--- src/design/rx_mac_cfg_map.svh ---
// Offsets, field positions, reset values and identity words of the receive MAC register bank
`ifndef RX_MAC_CFG_MAP_SVH
`define RX_MAC_CFG_MAP_SVH

// Register indices; byte address is four times the index
`define RXC_IDX_REVISION      11'h500
`define RXC_IDX_TEST_WORD     11'h501
`define RXC_IDX_IDENT_FIRST   11'h502
`define RXC_IDX_IDENT_NEXT    11'h503
`define RXC_IDX_IDENT_FINAL   11'h504
`define RXC_IDX_MAX_LEN       11'h506
`define RXC_IDX_CRC_FWD       11'h507
`define RXC_IDX_FAULT_STAT    11'h508
`define RXC_IDX_LEN_CHECK     11'h50A
`define RXC_IDX_OVR_CNT_LO    11'h50B
`define RXC_IDX_OVR_CNT_HI    11'h50C
`define RXC_IDX_OCT_CNT_LO    11'h50D
`define RXC_IDX_OCT_CNT_HI    11'h50E
`define RXC_IDX_IRQ_STATUS    11'h510
`define RXC_IDX_IRQ_MASK      11'h511

// Reset values
`define RXC_TEST_WORD_RST     32'h0000_0000
`define RXC_MAX_LEN_RST       16'h2580
`define RXC_CRC_FWD_RST       1'h0
`define RXC_LEN_CHECK_RST     1'h1
`define RXC_IRQ_MASK_RST      3'h0

// Identity words, values arbitrary
`define RXC_REVISION_VAL      32'h0000_0001
`define RXC_IDENT_FIRST_VAL   32'h7278_6366
`define RXC_IDENT_NEXT_VAL    32'h675F_626C
`define RXC_IDENT_FINAL_VAL   32'h6F63_6B30

// Per-frame error vector bits
`define RXC_ERR_CRC_BIT       1
`define RXC_ERR_OVERSIZE_BIT  3
`define RXC_ERR_LENGTH_BIT    4

// Event bits of the interrupt status and mask registers
`define RXC_EV_OVERSIZE       0
`define RXC_EV_CRC            1
`define RXC_EV_LENGTH         2

`endif

--- src/design/rx_mac_cfg_pkg.sv ---
// Types shared by the receive MAC register bank
package rx_mac_cfg_pkg;
	typedef logic [15:0] frame_len_t;
	typedef logic [5:0]  rx_err_t;
	typedef logic [63:0] stat_count_t;
	typedef logic [10:0] reg_idx_t;
	typedef logic [2:0]  event_vec_t;
endpackage : rx_mac_cfg_pkg

--- src/design/stat_cnt_if.sv ---
// Increment request and count value between the bank and a statistics counter
`timescale 1ns/1ps
interface stat_cnt_if;
	import rx_mac_cfg_pkg::*;
	logic        inc;
	frame_len_t  amount;
	stat_count_t value;
	modport src (output inc, output amount, input value);
	modport cnt (input inc, input amount, output value);
endinterface : stat_cnt_if

--- src/design/rx_stat_counter.sv ---
// 64-bit statistics counter, held at zero when statistics are not built in
`timescale 1ns/1ps
module rx_stat_counter
	import rx_mac_cfg_pkg::*;
#(
	parameter bit ENABLE = 1'b1
) (
	input  wire logic i_core_clk,
	input  wire logic i_rst_n,
	stat_cnt_if.cnt   cnt
);
	stat_count_t count_q;
	stat_count_t count_d;

	// Wraps silently; at line rate it would take centuries
	assign count_d = count_q + {48'h0000_0000_0000, cnt.amount};
	assign cnt.value = count_q;

	// Counter register, held at zero when not built in
	always_ff @(posedge i_core_clk or negedge i_rst_n) begin
		if (!i_rst_n) begin
			count_q <= 64'h0000_0000_0000_0000;
		end else if (ENABLE && cnt.inc) begin
			count_q <= count_d;
		end
	end
endmodule : rx_stat_counter

--- src/design/rx_mac_config_registers.sv ---
// Receive MAC configuration bank with Wishbone slave, frame checks and statistics
//
// Our own choice: the Wishbone slave port.
`timescale 1ns/1ps
`include "rx_mac_cfg_map.svh"

// How it works
// - Test word is read/write, resets to zero, drives nothing.
// - Three read-only words give the identifier text, four characters each, in order.
// - Sixteen-bit frame size limit, resets to 9600; longer frames count as oversized.
// - With statistics built in, each oversized frame bumps a 64-bit counter.
// - Oversized frames add nothing to the good octet count.
// - Oversized frames raise bit 3 of the per-frame error vector.
// - CRC forward control resets to 0; 0 strips CRC, 1 passes it on.
// - CRC is always checked and errors flagged, stripped or forwarded.
// - Length check enable resets to 1; then bit 4 flags payload length mismatch.
// - Fault status word exists only when link fault generation is built in.
module rx_mac_config_registers
	import rx_mac_cfg_pkg::*;
#(
	parameter bit STATS_EN      = 1'b1,
	parameter bit LINK_FAULT_EN = 1'b0
) (
	input  wire logic        i_core_clk,
	input  wire logic        i_arst_n,
	input  wire logic        i_wb_cyc,
	input  wire logic        i_wb_stb,
	input  wire logic        i_wb_we,
	input  wire logic [12:0] i_wb_adr,
	input  wire logic [3:0]  i_wb_sel,
	input  wire logic [31:0] i_wb_dat,
	output logic      [31:0] o_wb_dat,
	output logic             o_wb_ack,
	input  wire logic        i_rx_frame_done,
	input  wire logic [15:0] i_rx_frame_len,
	input  wire logic        i_rx_crc_bad,
	input  wire logic        i_rx_len_mismatch,
	input  wire logic [1:0]  i_fault_status,
	output logic      [5:0]  o_rx_error,
	output logic             o_rx_error_valid,
	output logic             o_crc_forward,
	output logic             o_irq
);
	// Reset release through two flops; assertion stays asynchronous
	logic rst_meta_q;
	logic rst_n;
	always_ff @(posedge i_core_clk or negedge i_arst_n) begin
		if (!i_arst_n) begin
			rst_meta_q <= 1'b0;
			rst_n      <= 1'b0;
		end else begin
			rst_meta_q <= 1'b1;
			rst_n      <= rst_meta_q;
		end
	end

	// Register state
	logic [31:0] test_q;
	logic [31:0] test_d;
	frame_len_t  max_len_q;
	frame_len_t  max_len_d;
	logic        crc_fwd_q;
	logic        crc_fwd_d;
	logic        len_chk_q;
	logic        len_chk_d;
	event_vec_t  irq_stat_q;
	event_vec_t  irq_stat_d;
	event_vec_t  irq_mask_q;
	event_vec_t  irq_mask_d;
	logic        ack_q;
	logic [31:0] rdat_q;
	rx_err_t     err_q;
	logic        err_vld_q;
	logic        irq_q;

	// Bus decode; request is taken in the cycle before ack rises
	reg_idx_t idx;
	logic     req;
	logic     wr;
	assign idx = i_wb_adr[12:2];
	assign req = i_wb_cyc && i_wb_stb && !ack_q;
	assign wr  = req && i_wb_we;

	logic hit_rev, hit_test, hit_id0, hit_id1, hit_id2, hit_max, hit_crc;
	logic hit_flt, hit_chk, hit_ol, hit_oh, hit_gl, hit_gh, hit_ist, hit_imk;
	assign hit_rev  = idx == `RXC_IDX_REVISION;
	assign hit_test = idx == `RXC_IDX_TEST_WORD;
	assign hit_id0  = idx == `RXC_IDX_IDENT_FIRST;
	assign hit_id1  = idx == `RXC_IDX_IDENT_NEXT;
	assign hit_id2  = idx == `RXC_IDX_IDENT_FINAL;
	assign hit_max  = idx == `RXC_IDX_MAX_LEN;
	assign hit_crc  = idx == `RXC_IDX_CRC_FWD;
	assign hit_flt  = (idx == `RXC_IDX_FAULT_STAT) && LINK_FAULT_EN;
	assign hit_chk  = idx == `RXC_IDX_LEN_CHECK;
	assign hit_ol   = idx == `RXC_IDX_OVR_CNT_LO;
	assign hit_oh   = idx == `RXC_IDX_OVR_CNT_HI;
	assign hit_gl   = idx == `RXC_IDX_OCT_CNT_LO;
	assign hit_gh   = idx == `RXC_IDX_OCT_CNT_HI;
	assign hit_ist  = idx == `RXC_IDX_IRQ_STATUS;
	assign hit_imk  = idx == `RXC_IDX_IRQ_MASK;

	// Byte-lane merge for 32-bit writes
	logic [31:0] lane_mask;
	assign lane_mask = {{8{i_wb_sel[3]}}, {8{i_wb_sel[2]}}, {8{i_wb_sel[1]}}, {8{i_wb_sel[0]}}};

	// Frame checks at end of frame
	logic oversize;
	logic len_err;
	logic good_frame;
	assign oversize   = i_rx_frame_done && (i_rx_frame_len > max_len_q);
	assign len_err    = i_rx_frame_done && i_rx_len_mismatch && len_chk_q;
	assign good_frame = i_rx_frame_done && !oversize && !i_rx_crc_bad;

	// Statistics counters
	stat_cnt_if ovr_cnt ();
	stat_cnt_if oct_cnt ();
	assign ovr_cnt.inc    = oversize;
	assign ovr_cnt.amount = 16'h0001;
	assign oct_cnt.inc    = good_frame;
	assign oct_cnt.amount = i_rx_frame_len;

	rx_stat_counter #(.ENABLE(STATS_EN)) u_ovr_cnt (
		.i_core_clk (i_core_clk),
		.i_rst_n    (rst_n),
		.cnt        (ovr_cnt)
	);
	rx_stat_counter #(.ENABLE(STATS_EN)) u_oct_cnt (
		.i_core_clk (i_core_clk),
		.i_rst_n    (rst_n),
		.cnt        (oct_cnt)
	);

	// Next values of writable registers; test word feeds no datapath
	assign test_d    = (wr && hit_test) ? ((test_q & ~lane_mask) | (i_wb_dat & lane_mask))
		: test_q;
	assign max_len_d = {(wr && hit_max && i_wb_sel[1]) ? i_wb_dat[15:8] : max_len_q[15:8],
		(wr && hit_max && i_wb_sel[0]) ? i_wb_dat[7:0] : max_len_q[7:0]};
	assign crc_fwd_d = (wr && hit_crc && i_wb_sel[0]) ? i_wb_dat[0] : crc_fwd_q;
	assign len_chk_d = (wr && hit_chk && i_wb_sel[0]) ? i_wb_dat[0] : len_chk_q;
	assign irq_mask_d = (wr && hit_imk && i_wb_sel[0]) ? i_wb_dat[2:0] : irq_mask_q;

	// Sticky events; a new event beats a write-one clear in the same cycle
	event_vec_t ev;
	event_vec_t clr;
	assign ev         = {len_err, i_rx_frame_done && i_rx_crc_bad, oversize};
	assign clr        = (wr && hit_ist && i_wb_sel[0]) ? i_wb_dat[2:0] : 3'h0;
	assign irq_stat_d = (irq_stat_q & ~clr) | ev;

	// Read mux; unassigned offsets give zero
	logic [31:0] rd_mux;
	assign rd_mux = ({32{hit_rev}}  & `RXC_REVISION_VAL)
		| ({32{hit_test}} & test_q)
		| ({32{hit_id0}}  & `RXC_IDENT_FIRST_VAL)
		| ({32{hit_id1}}  & `RXC_IDENT_NEXT_VAL)
		| ({32{hit_id2}}  & `RXC_IDENT_FINAL_VAL)
		| ({32{hit_max}}  & {16'h0000, max_len_q})
		| ({32{hit_crc}}  & {31'h0000_0000, crc_fwd_q})
		| ({32{hit_flt}}  & {30'h0000_0000, i_fault_status})
		| ({32{hit_chk}}  & {31'h0000_0000, len_chk_q})
		| ({32{hit_ol}}   & ovr_cnt.value[31:0])
		| ({32{hit_oh}}   & ovr_cnt.value[63:32])
		| ({32{hit_gl}}   & oct_cnt.value[31:0])
		| ({32{hit_gh}}   & oct_cnt.value[63:32])
		| ({32{hit_ist}}  & {29'h0000_0000, irq_stat_q})
		| ({32{hit_imk}}  & {29'h0000_0000, irq_mask_q});

	// Per-frame error vector
	rx_err_t err_d;
	assign err_d = {1'b0, len_err, oversize, 1'b0,
		i_rx_frame_done && i_rx_crc_bad, 1'b0};

	// Control and status registers
	always_ff @(posedge i_core_clk or negedge rst_n) begin
		if (!rst_n) begin
			test_q     <= `RXC_TEST_WORD_RST;
			max_len_q  <= `RXC_MAX_LEN_RST;
			crc_fwd_q  <= `RXC_CRC_FWD_RST;
			len_chk_q  <= `RXC_LEN_CHECK_RST;
			irq_mask_q <= `RXC_IRQ_MASK_RST;
			irq_stat_q <= 3'h0;
		end else begin
			test_q     <= test_d;
			max_len_q  <= max_len_d;
			crc_fwd_q  <= crc_fwd_d;
			len_chk_q  <= len_chk_d;
			irq_mask_q <= irq_mask_d;
			irq_stat_q <= irq_stat_d;
		end
	end

	// Bus answer: ack one cycle after the request, read data beside it
	always_ff @(posedge i_core_clk or negedge rst_n) begin
		if (!rst_n) begin
			ack_q  <= 1'b0;
			rdat_q <= 32'h0000_0000;
		end else begin
			ack_q  <= req;
			rdat_q <= (req && !i_wb_we) ? rd_mux : 32'h0000_0000;
		end
	end

	// Client-facing outputs straight from flops
	always_ff @(posedge i_core_clk or negedge rst_n) begin
		if (!rst_n) begin
			err_q     <= 6'h00;
			err_vld_q <= 1'b0;
			irq_q     <= 1'b0;
		end else begin
			err_q     <= err_d;
			err_vld_q <= i_rx_frame_done;
			irq_q     <= |(irq_stat_d & irq_mask_d);
		end
	end

	// Forward flag taken from the next value so it follows a write without lag
	logic crc_out_q;
	always_ff @(posedge i_core_clk or negedge rst_n) begin
		if (!rst_n) begin
			crc_out_q <= `RXC_CRC_FWD_RST;
		end else begin
			crc_out_q <= crc_fwd_d;
		end
	end

	assign o_wb_ack         = ack_q;
	assign o_wb_dat         = rdat_q;
	assign o_rx_error       = err_q;
	assign o_rx_error_valid = err_vld_q;
	assign o_crc_forward    = crc_out_q;
	assign o_irq            = irq_q;
endmodule : rx_mac_config_registers

--- config.mk ---
export PLATFORM = sky130hd
export DESIGN_NAME = rx_mac_config_registers
export DESIGN_NICKNAME = d
export VERILOG_FILES = /design/src/design/rx_mac_cfg_pkg.sv /design/src/design/stat_cnt_if.sv /design/src/design/rx_stat_counter.sv /design/src/design/rx_mac_config_registers.sv
export VERILOG_INCLUDE_DIRS = /design/src /design/src/design
export SDC_FILE = /design/constraint.sdc
export NUM_CORES = 1
export LEC_CHECK = 0
export BUFFER_PORTS_ARGS = -buffer_cell sky130_fd_sc_hd__buf_2
export CAP_MARGIN = 10
export CELL_PAD_IN_SITES_DETAIL_PLACEMENT = 1
export CELL_PAD_IN_SITES_GLOBAL_PLACEMENT = 2
export CORE_MARGIN = 2
export CORE_UTILIZATION = 42
export DETAILED_ROUTE_END_ITERATION = 6
export PLACE_DENSITY = 0.93
export RECOVER_POWER = 100
export REMOVE_ABC_BUFFERS = 1
export SLEW_MARGIN = 20
export SYNTH_ARGS = -nofsm -noshare
export SYNTH_HDL_FRONTEND = slang
export SYNTH_SLANG_ARGS = --single-unit
--- constraint.sdc ---
create_clock -name i_core_clk -period 11.15 [get_ports i_core_clk]
set_clock_uncertainty 0.05 [all_clocks]
set_input_delay 1.115 -clock i_core_clk [delete_from_list [all_inputs] [get_ports i_core_clk]]
set_output_delay 1.115 -clock i_core_clk [all_outputs]
set_load 0.01 [all_outputs]
; Yosys cells after proc, flatten, opt, wreduce, memory -nomap -nowiden
; Cells that the tools add are included.
[word_totals]
register_bits = 224
inputBits = 75
[op_classes]
n_addsub = 2
magnitude_cmp = 1
n_eq_ne = 14
muxes = 3
bitwise = 31
n_reduce_logical = 27
[op_table]
columns = operator, n
row1 = $or 32x32->32, 10
row2 = $and 32x32->32, 7
row3 = $eq 11x11->1 const B, 14
row4 = $or 32x31->32, 3
row5 = $add 64x1->64 const B, 1
row6 = $add 64x16->64, 1
row7 = $and 32x1->32, 2
row8 = $and 32x3->32, 2
row9 = $and 32x16->32, 1
row10 = $mux 32, 1
row11 = $not 32->32, 1
row12 = $or 1x32->32, 1
row13 = $logic_and 1x1->1, 22
row14 = $gt 16x16->1, 1
row15 = $and 3x3->3, 2
row16 = $mux 3, 2
row17 = $logic_not 1->1, 4
row18 = $not 3->3, 1
row19 = $or 3x3->3, 1
row20 = $reduce_or 3->1, 1

; Longest topological paths before layout
[depth]
word_depth = 16
ltp_mapped = 12
ltp_nobuf = 10

; By module
; From an unflattened synthesis, not the netlist that was laid out.
[unflattened]
cells_unflattened = 1153
area_unflattened_um2 = 12200.5
[modules_own_cells]
columns = mod, n_inst, cells_each, area_per_inst_um2, seq_area_each_um2
row1 = rx_mac_config_registers, 1, 445, 4911.0, 2408.6
row2 = rx_stat_counter (u_ovr_cnt), 1, 359, 3664.8, 1601.5
row3 = rx_stat_counter (u_oct_cnt), 1, 349, 3624.7, 1601.5

; Least setup slack after synthesis
; Ideal clock, no wire load.
[synth_timing]
kind = input-to-reg
from = in i_rx_frame_len[0]
to = reg u_oct_cnt.count_q[38], in the netlist u_oct_cnt.cnt.value[38]
arrival_time_ns = 3.410
t_required_ns = 10.976
slack_ns = 7.566
cell_stages = 11
n_path_buf = 1
path_cell_list = ha_1 -> inv_1 -> fa_1 -> nor2b_1 -> o31ai_1 -> a211oi_1 -> o211ai_1 -> a211oi_1 -> clkbuf_1 -> nand3_1 -> xnor2_1
[synth_via]
elab_chain_cells = 5
[synth_rtl]
columns = item, line
row1 = from (decl), rx_mac_config_registers.sv:35  ; input wire logic [15:0] i_rx_frame_len,
row2 = branches (longest 5 deep; another with $add 64x16->64), --
row3 = to (signal assigned), rx_stat_counter.sv:24  ; count_q <= count_d;
row4 = to (decl), rx_stat_counter.sv:12  ; stat_count_t count_q;
; Several ways; the timed one is not identified.
; A chain may end at the register's enable or synchronous reset.

; Worst setup path in the final report
[layout_timing]
from = in i_wb_adr[7]
to = reg rdat_q[30], in the netlist o_wb_dat[30]
[layout_via]
elab_chain_cells = 16
[layout_rtl]
columns = item, line
row1 = from (decl), rx_mac_config_registers.sv:29  ; input wire logic [12:0] i_wb_adr,
row2 = $eq 11x11->1 (no line), --
row3 = $and 32x32->32, rx_mac_config_registers.sv:152  ; | ({32{hit_test}} & test_q)
row4 = $or 1x32->32, rx_mac_config_registers.sv:151  ; assign rd_mux = ({32{hit_rev}} & `RXC_REVISION_VAL)
row5 = $or 32x31->32 (3 in a row), rx_mac_config_registers.sv:151
row6 = $or 32x32->32 (8 in a row), rx_mac_config_registers.sv:151
row7 = $or 32x32->32 (*), rx_mac_config_registers.sv:151
row8 = $mux 32 (*), rx_mac_config_registers.sv:198  ; rdat_q <= (req && !i_wb_we) ? rd_mux : 32'h0000_0000;
row9 = to (signal assigned), rx_mac_config_registers.sv:198
row10 = to (decl), rx_mac_config_registers.sv:71  ; logic [31:0] rdat_q;
; Every way passes the cells marked *; elsewhere a longest branch is shown, timed or not.

==> metrics.log <==
INFO  metric status = finished, violations left
INFO  metric failed_checks = design-rule violations, max-capacitance violations, max-slew violations
INFO  metric timing_worst_setup_path_type = in -> reg
INFO  metric share_seq_of_total_power = 41.1%
INFO  metric setup_viol = 0
INFO  metric dp_slack = 6.84 ns
INFO  metric die_area = 28,200 µm²
INFO  metric register_cell_area_after_layout = 5610 µm²
INFO  metric cell_area_after_synthesis = 11,300 µm²
INFO  metric worst_slack = 6.22 ns
INFO  metric share_of_power_burned_in_combinational_logic = 15.6%
INFO  metric post_route_cells_drive_above_1_share = 13.1%
INFO  metric num-fill-cells = 2,944
INFO  metric post-route-util = 49.6%
INFO  metric count_of_flip_flops_with_a_built_in_enable_after_synthesis = 0
INFO  metric postCtsSetupBuffers = 0
INFO  metric post_cts.resized_instances = 0
INFO  metric multi_input_comb_area = 5320 µm²
INFO  metric avgSynthCellArea = 10.4 µm²
INFO  metric cts_hold_buf = 0
INFO  metric post-route-period-util = 44.2%
INFO  metric yosys_most_used_dff = dfrtp_1
INFO  metric placementRows = 59
INFO  metric reg2regPathDepth = 8
INFO  metric endpoint_kind = flip-flop
INFO  metric sw_frac_of_total = 28.1%
INFO  metric worst_slew_pin_tran = 2.78 ns
INFO  metric irDropWorstVdd = 0.118 mV
INFO  metric power_frac_clock = 43.4%
INFO  metric synthesis.instances = 1,086
INFO  metric rrSetupSlack = 6.69 ns
INFO  metric synth.largest_area_cell = dfrtp_1
INFO  metric yosysSeqAreaShare = 49.8%
INFO  metric synthesis.yosys.warnings = 0
INFO  metric critical_path.reg2reg.endpoint = u_oct_cnt.cnt.value[11]
INFO  metric power.static_leakage = 5.97 nW
INFO  metric finalNetCount = 1,297
INFO  metric area_growth_syn_to_layout = 15.3%
INFO  metric drt_drc_violations_left = 6
INFO  metric clk_root_buf = clkbuf_16
INFO  metric internal_power = 1.58 mW
INFO  metric grt_remaining_overflow = 0
INFO  metric die_y = 168 µm
INFO  metric synth_top_cells_by_area = dfrtp_1, xnor2_1, xor2_1, mux2_2, ha_1
INFO  metric crit_family = simple AND/OR/NAND/NOR gates
INFO  metric cts_inserted_buffers = 26
INFO  metric groute.usage.overall = 25.7%
INFO  metric post_synth_num_cell_types = 61
INFO  metric worstPathArrival = 5.33 ns
INFO  metric fmaxAchievable = 203 MHz
INFO  metric route.detailed.wl_per_inst = 23.2 µm
INFO  metric power.density_cell_area = 169 nW/µm²
INFO  metric core_footprint = 26,200 µm²
INFO  metric rsz0062_at_grt = no
INFO  metric n_antenna_cell = 0
INFO  metric vias_per_cell = 6.05
INFO  metric cp_max_fanout = 32
INFO  metric initial_utilization = 43.0%
INFO  metric worst_path_max_delay_cell = nor2_1
INFO  metric grt_first_pass_wirelength = 57,300 µm
INFO  metric clk_transition_reported_paths = 0.06 ns
INFO  metric synth.most_common_cell = dfrtp_1
INFO  metric critical_path.n_buffers_inverters = 1
INFO  metric io_pins = 117
INFO  metric r2r-start = max_len_q[13]
INFO  metric cp_data_required_time = 11.55 ns
INFO  metric first_global_vias = 10,100
INFO  metric critical_path.max_stage_delay = 2.10 ns
INFO  metric final_cells = 1,542
INFO  metric cts_max_path_buffers = 3
INFO  metric drt-initial-drc-count = 767
INFO  metric timing.setup.tns = 0 ns
INFO  metric async_flop_share = 100%
INFO  metric synth_common_cells = dfrtp_1, nand2_1, xnor2_1, xor2_1, nand3_1
INFO  metric postRouteAntennaNets = 0
INFO  metric worstSetupStartpointType = input pin
INFO  metric final_gp_congestion = 0.844
INFO  metric holdWs = 0.306 ns
INFO  metric synth_top_area_share = 48.6%
INFO  metric numPortBuffers = 109
INFO  metric detailedPlacementHpwl = 24,500 µm
INFO  metric wl = 35,800 µm
INFO  metric maxSlewViolCount = 162
INFO  metric power.switching = 0.615 mW
INFO  metric worst_hold_path_type = in -> async
INFO  metric h-tree-depth = 1
INFO  metric pin_count_of_the_biggest_net_entering_global_routing = 166
INFO  metric drt_pre_antenna_iters = 7
INFO  metric route.vias.total = 9,330
INFO  metric yosys_register_bits = 224
INFO  metric crit_chain = buf_2 -> nor4_1 -> nand3_1 -> nor2_1 -> a222oi_1 -> a21oi_1
INFO  metric cts_tree = yes
INFO  metric cap_violations = 4
INFO  metric final_period_minus_worst_setup_slack = 4.93 ns
INFO  metric final_hold_viol_count = 0
INFO  metric cts.sinks = 224
INFO  metric antenna_found_initial = 0
INFO  metric worstSkewPairLatency = 0.54 ns
INFO  metric slew-limit-headroom = -86.3%
INFO  metric width_of_the_chip = 168 µm
INFO  metric post-place-cells = 1,495
-- worst reg2reg max path: stages, from the launching register on --
cell and delay, ns:
dfstp_2 0.53, inv_1 0.07, ha_1 0.31, nand4_1 0.21, nor3_1 0.35, o21ai_0 0.16
a31oi_1 0.39, or2_0 1.77, o21ai_0 0.38
-- placed cells by master (no fill, tap or decap), drive strengths merged, types with 3 or more instances in the layout --
cell    Yosys  routed
clkbuf     40      91
a21oi      49      49
o21ai      43      43
nor2b       5       5
a211oi      8       8
or4         3       3
a21o        6       6
nor2       47      47
conb        2       4
buf         9      71
dfrtp     219     219
and3       31      31
and2        9       9
inv        30      30
nand4      37      37
a31oi      12      12
o21a        4       4
mux2       37      37
dfstp       5       5
or2         4       4
bufinv      0       5
nand3      58      58
nor4       10      10
a22oi      16      16
and4       11      11
ha         33      33
a221oi     20      20
nand2b      3       3
nor3       51      51
a222oi     31      31
nand2      97      97
xor2       62      62
xnor2      62      62
-- routing by layer --
| layer | GRT usage (%) | vias to the layer above | share of wire, % |
|---|---|---|---|
| li1 | - | 4182 | - |
| met1 | 34.5 | 4803 | 43 |
| met2 | 43.9 | 273 | 49 |
| met3 | 2.70 | 72 | 5.0 |
| met4 | 8.47 | 0 | 3.0 |
| met5 | 0 | - | 0 |
-- metrics by stage --
stage	area (µm²)	power (mW)
floorplan	11100	1.12
finish	13000	2.19
global placement	12200	1.23
detailed placement	12200	1.25
global route	13000	2.28
CTS	13100	2.20
-- cell type report --
type / instances / share of cell area, %
clock buffers: 41 / 6.14
clock inverters: 6 / 1.19
repair buffers: 121 / 4.43
inverters: 31 / 0.895
well taps: 335 / 3.22
flip-flops and latches: 224 / 43.2
multi-input cells: 784 / 41.0
-- power groups by stage --
stage | combinational [mW] | clock [mW] | sequential [mW]
floorplan | 0.224 | 0 | 0.900
global placement | 0.324 | 0 | 0.911
detailed placement | 0.340 | 0 | 0.914
CTS | 0.341 | 0.961 | 0.900
global route | 0.381 | 0.993 | 0.905
finish | 0.341 | 0.951 | 0.901
-- kinds of logic (layout without fill, tap and decap cells) --
logic type,after synthesis,after routing,synth area share (%)
simple gates,377,377,17.4
flops,224,224,49.8
compound gates,208,208,12.7
xor+xnor,124,124,9.63
buf+inv,80,199,2.85
mux,37,37,3.70
fa+ha+maj,34,34,3.84
other cells,2,4,0.0666
-- worst max-delay path by stage --
stage	start	endpoint	slack [ns]	depth (start not counted)
2_1_floorplan	rst_n	asynchronous set/reset pin	4.40	0
3_3_place_gp	i_rx_frame_len[13]	u_ovr_cnt.cnt.value[20]	6.91	11
3_5_place_dp	i_rx_frame_len[13]	u_ovr_cnt.cnt.value[42]	6.84	11
4_1_cts	i_rx_frame_len[13]	u_ovr_cnt.cnt.value[16]	7.32	11
5_1_grt	i_wb_adr[7]	o_wb_dat[10]	5.99	6
6_report	i_wb_adr[7]	o_wb_dat[30]	6.22	6
Power figures use the tool's default switching activity.
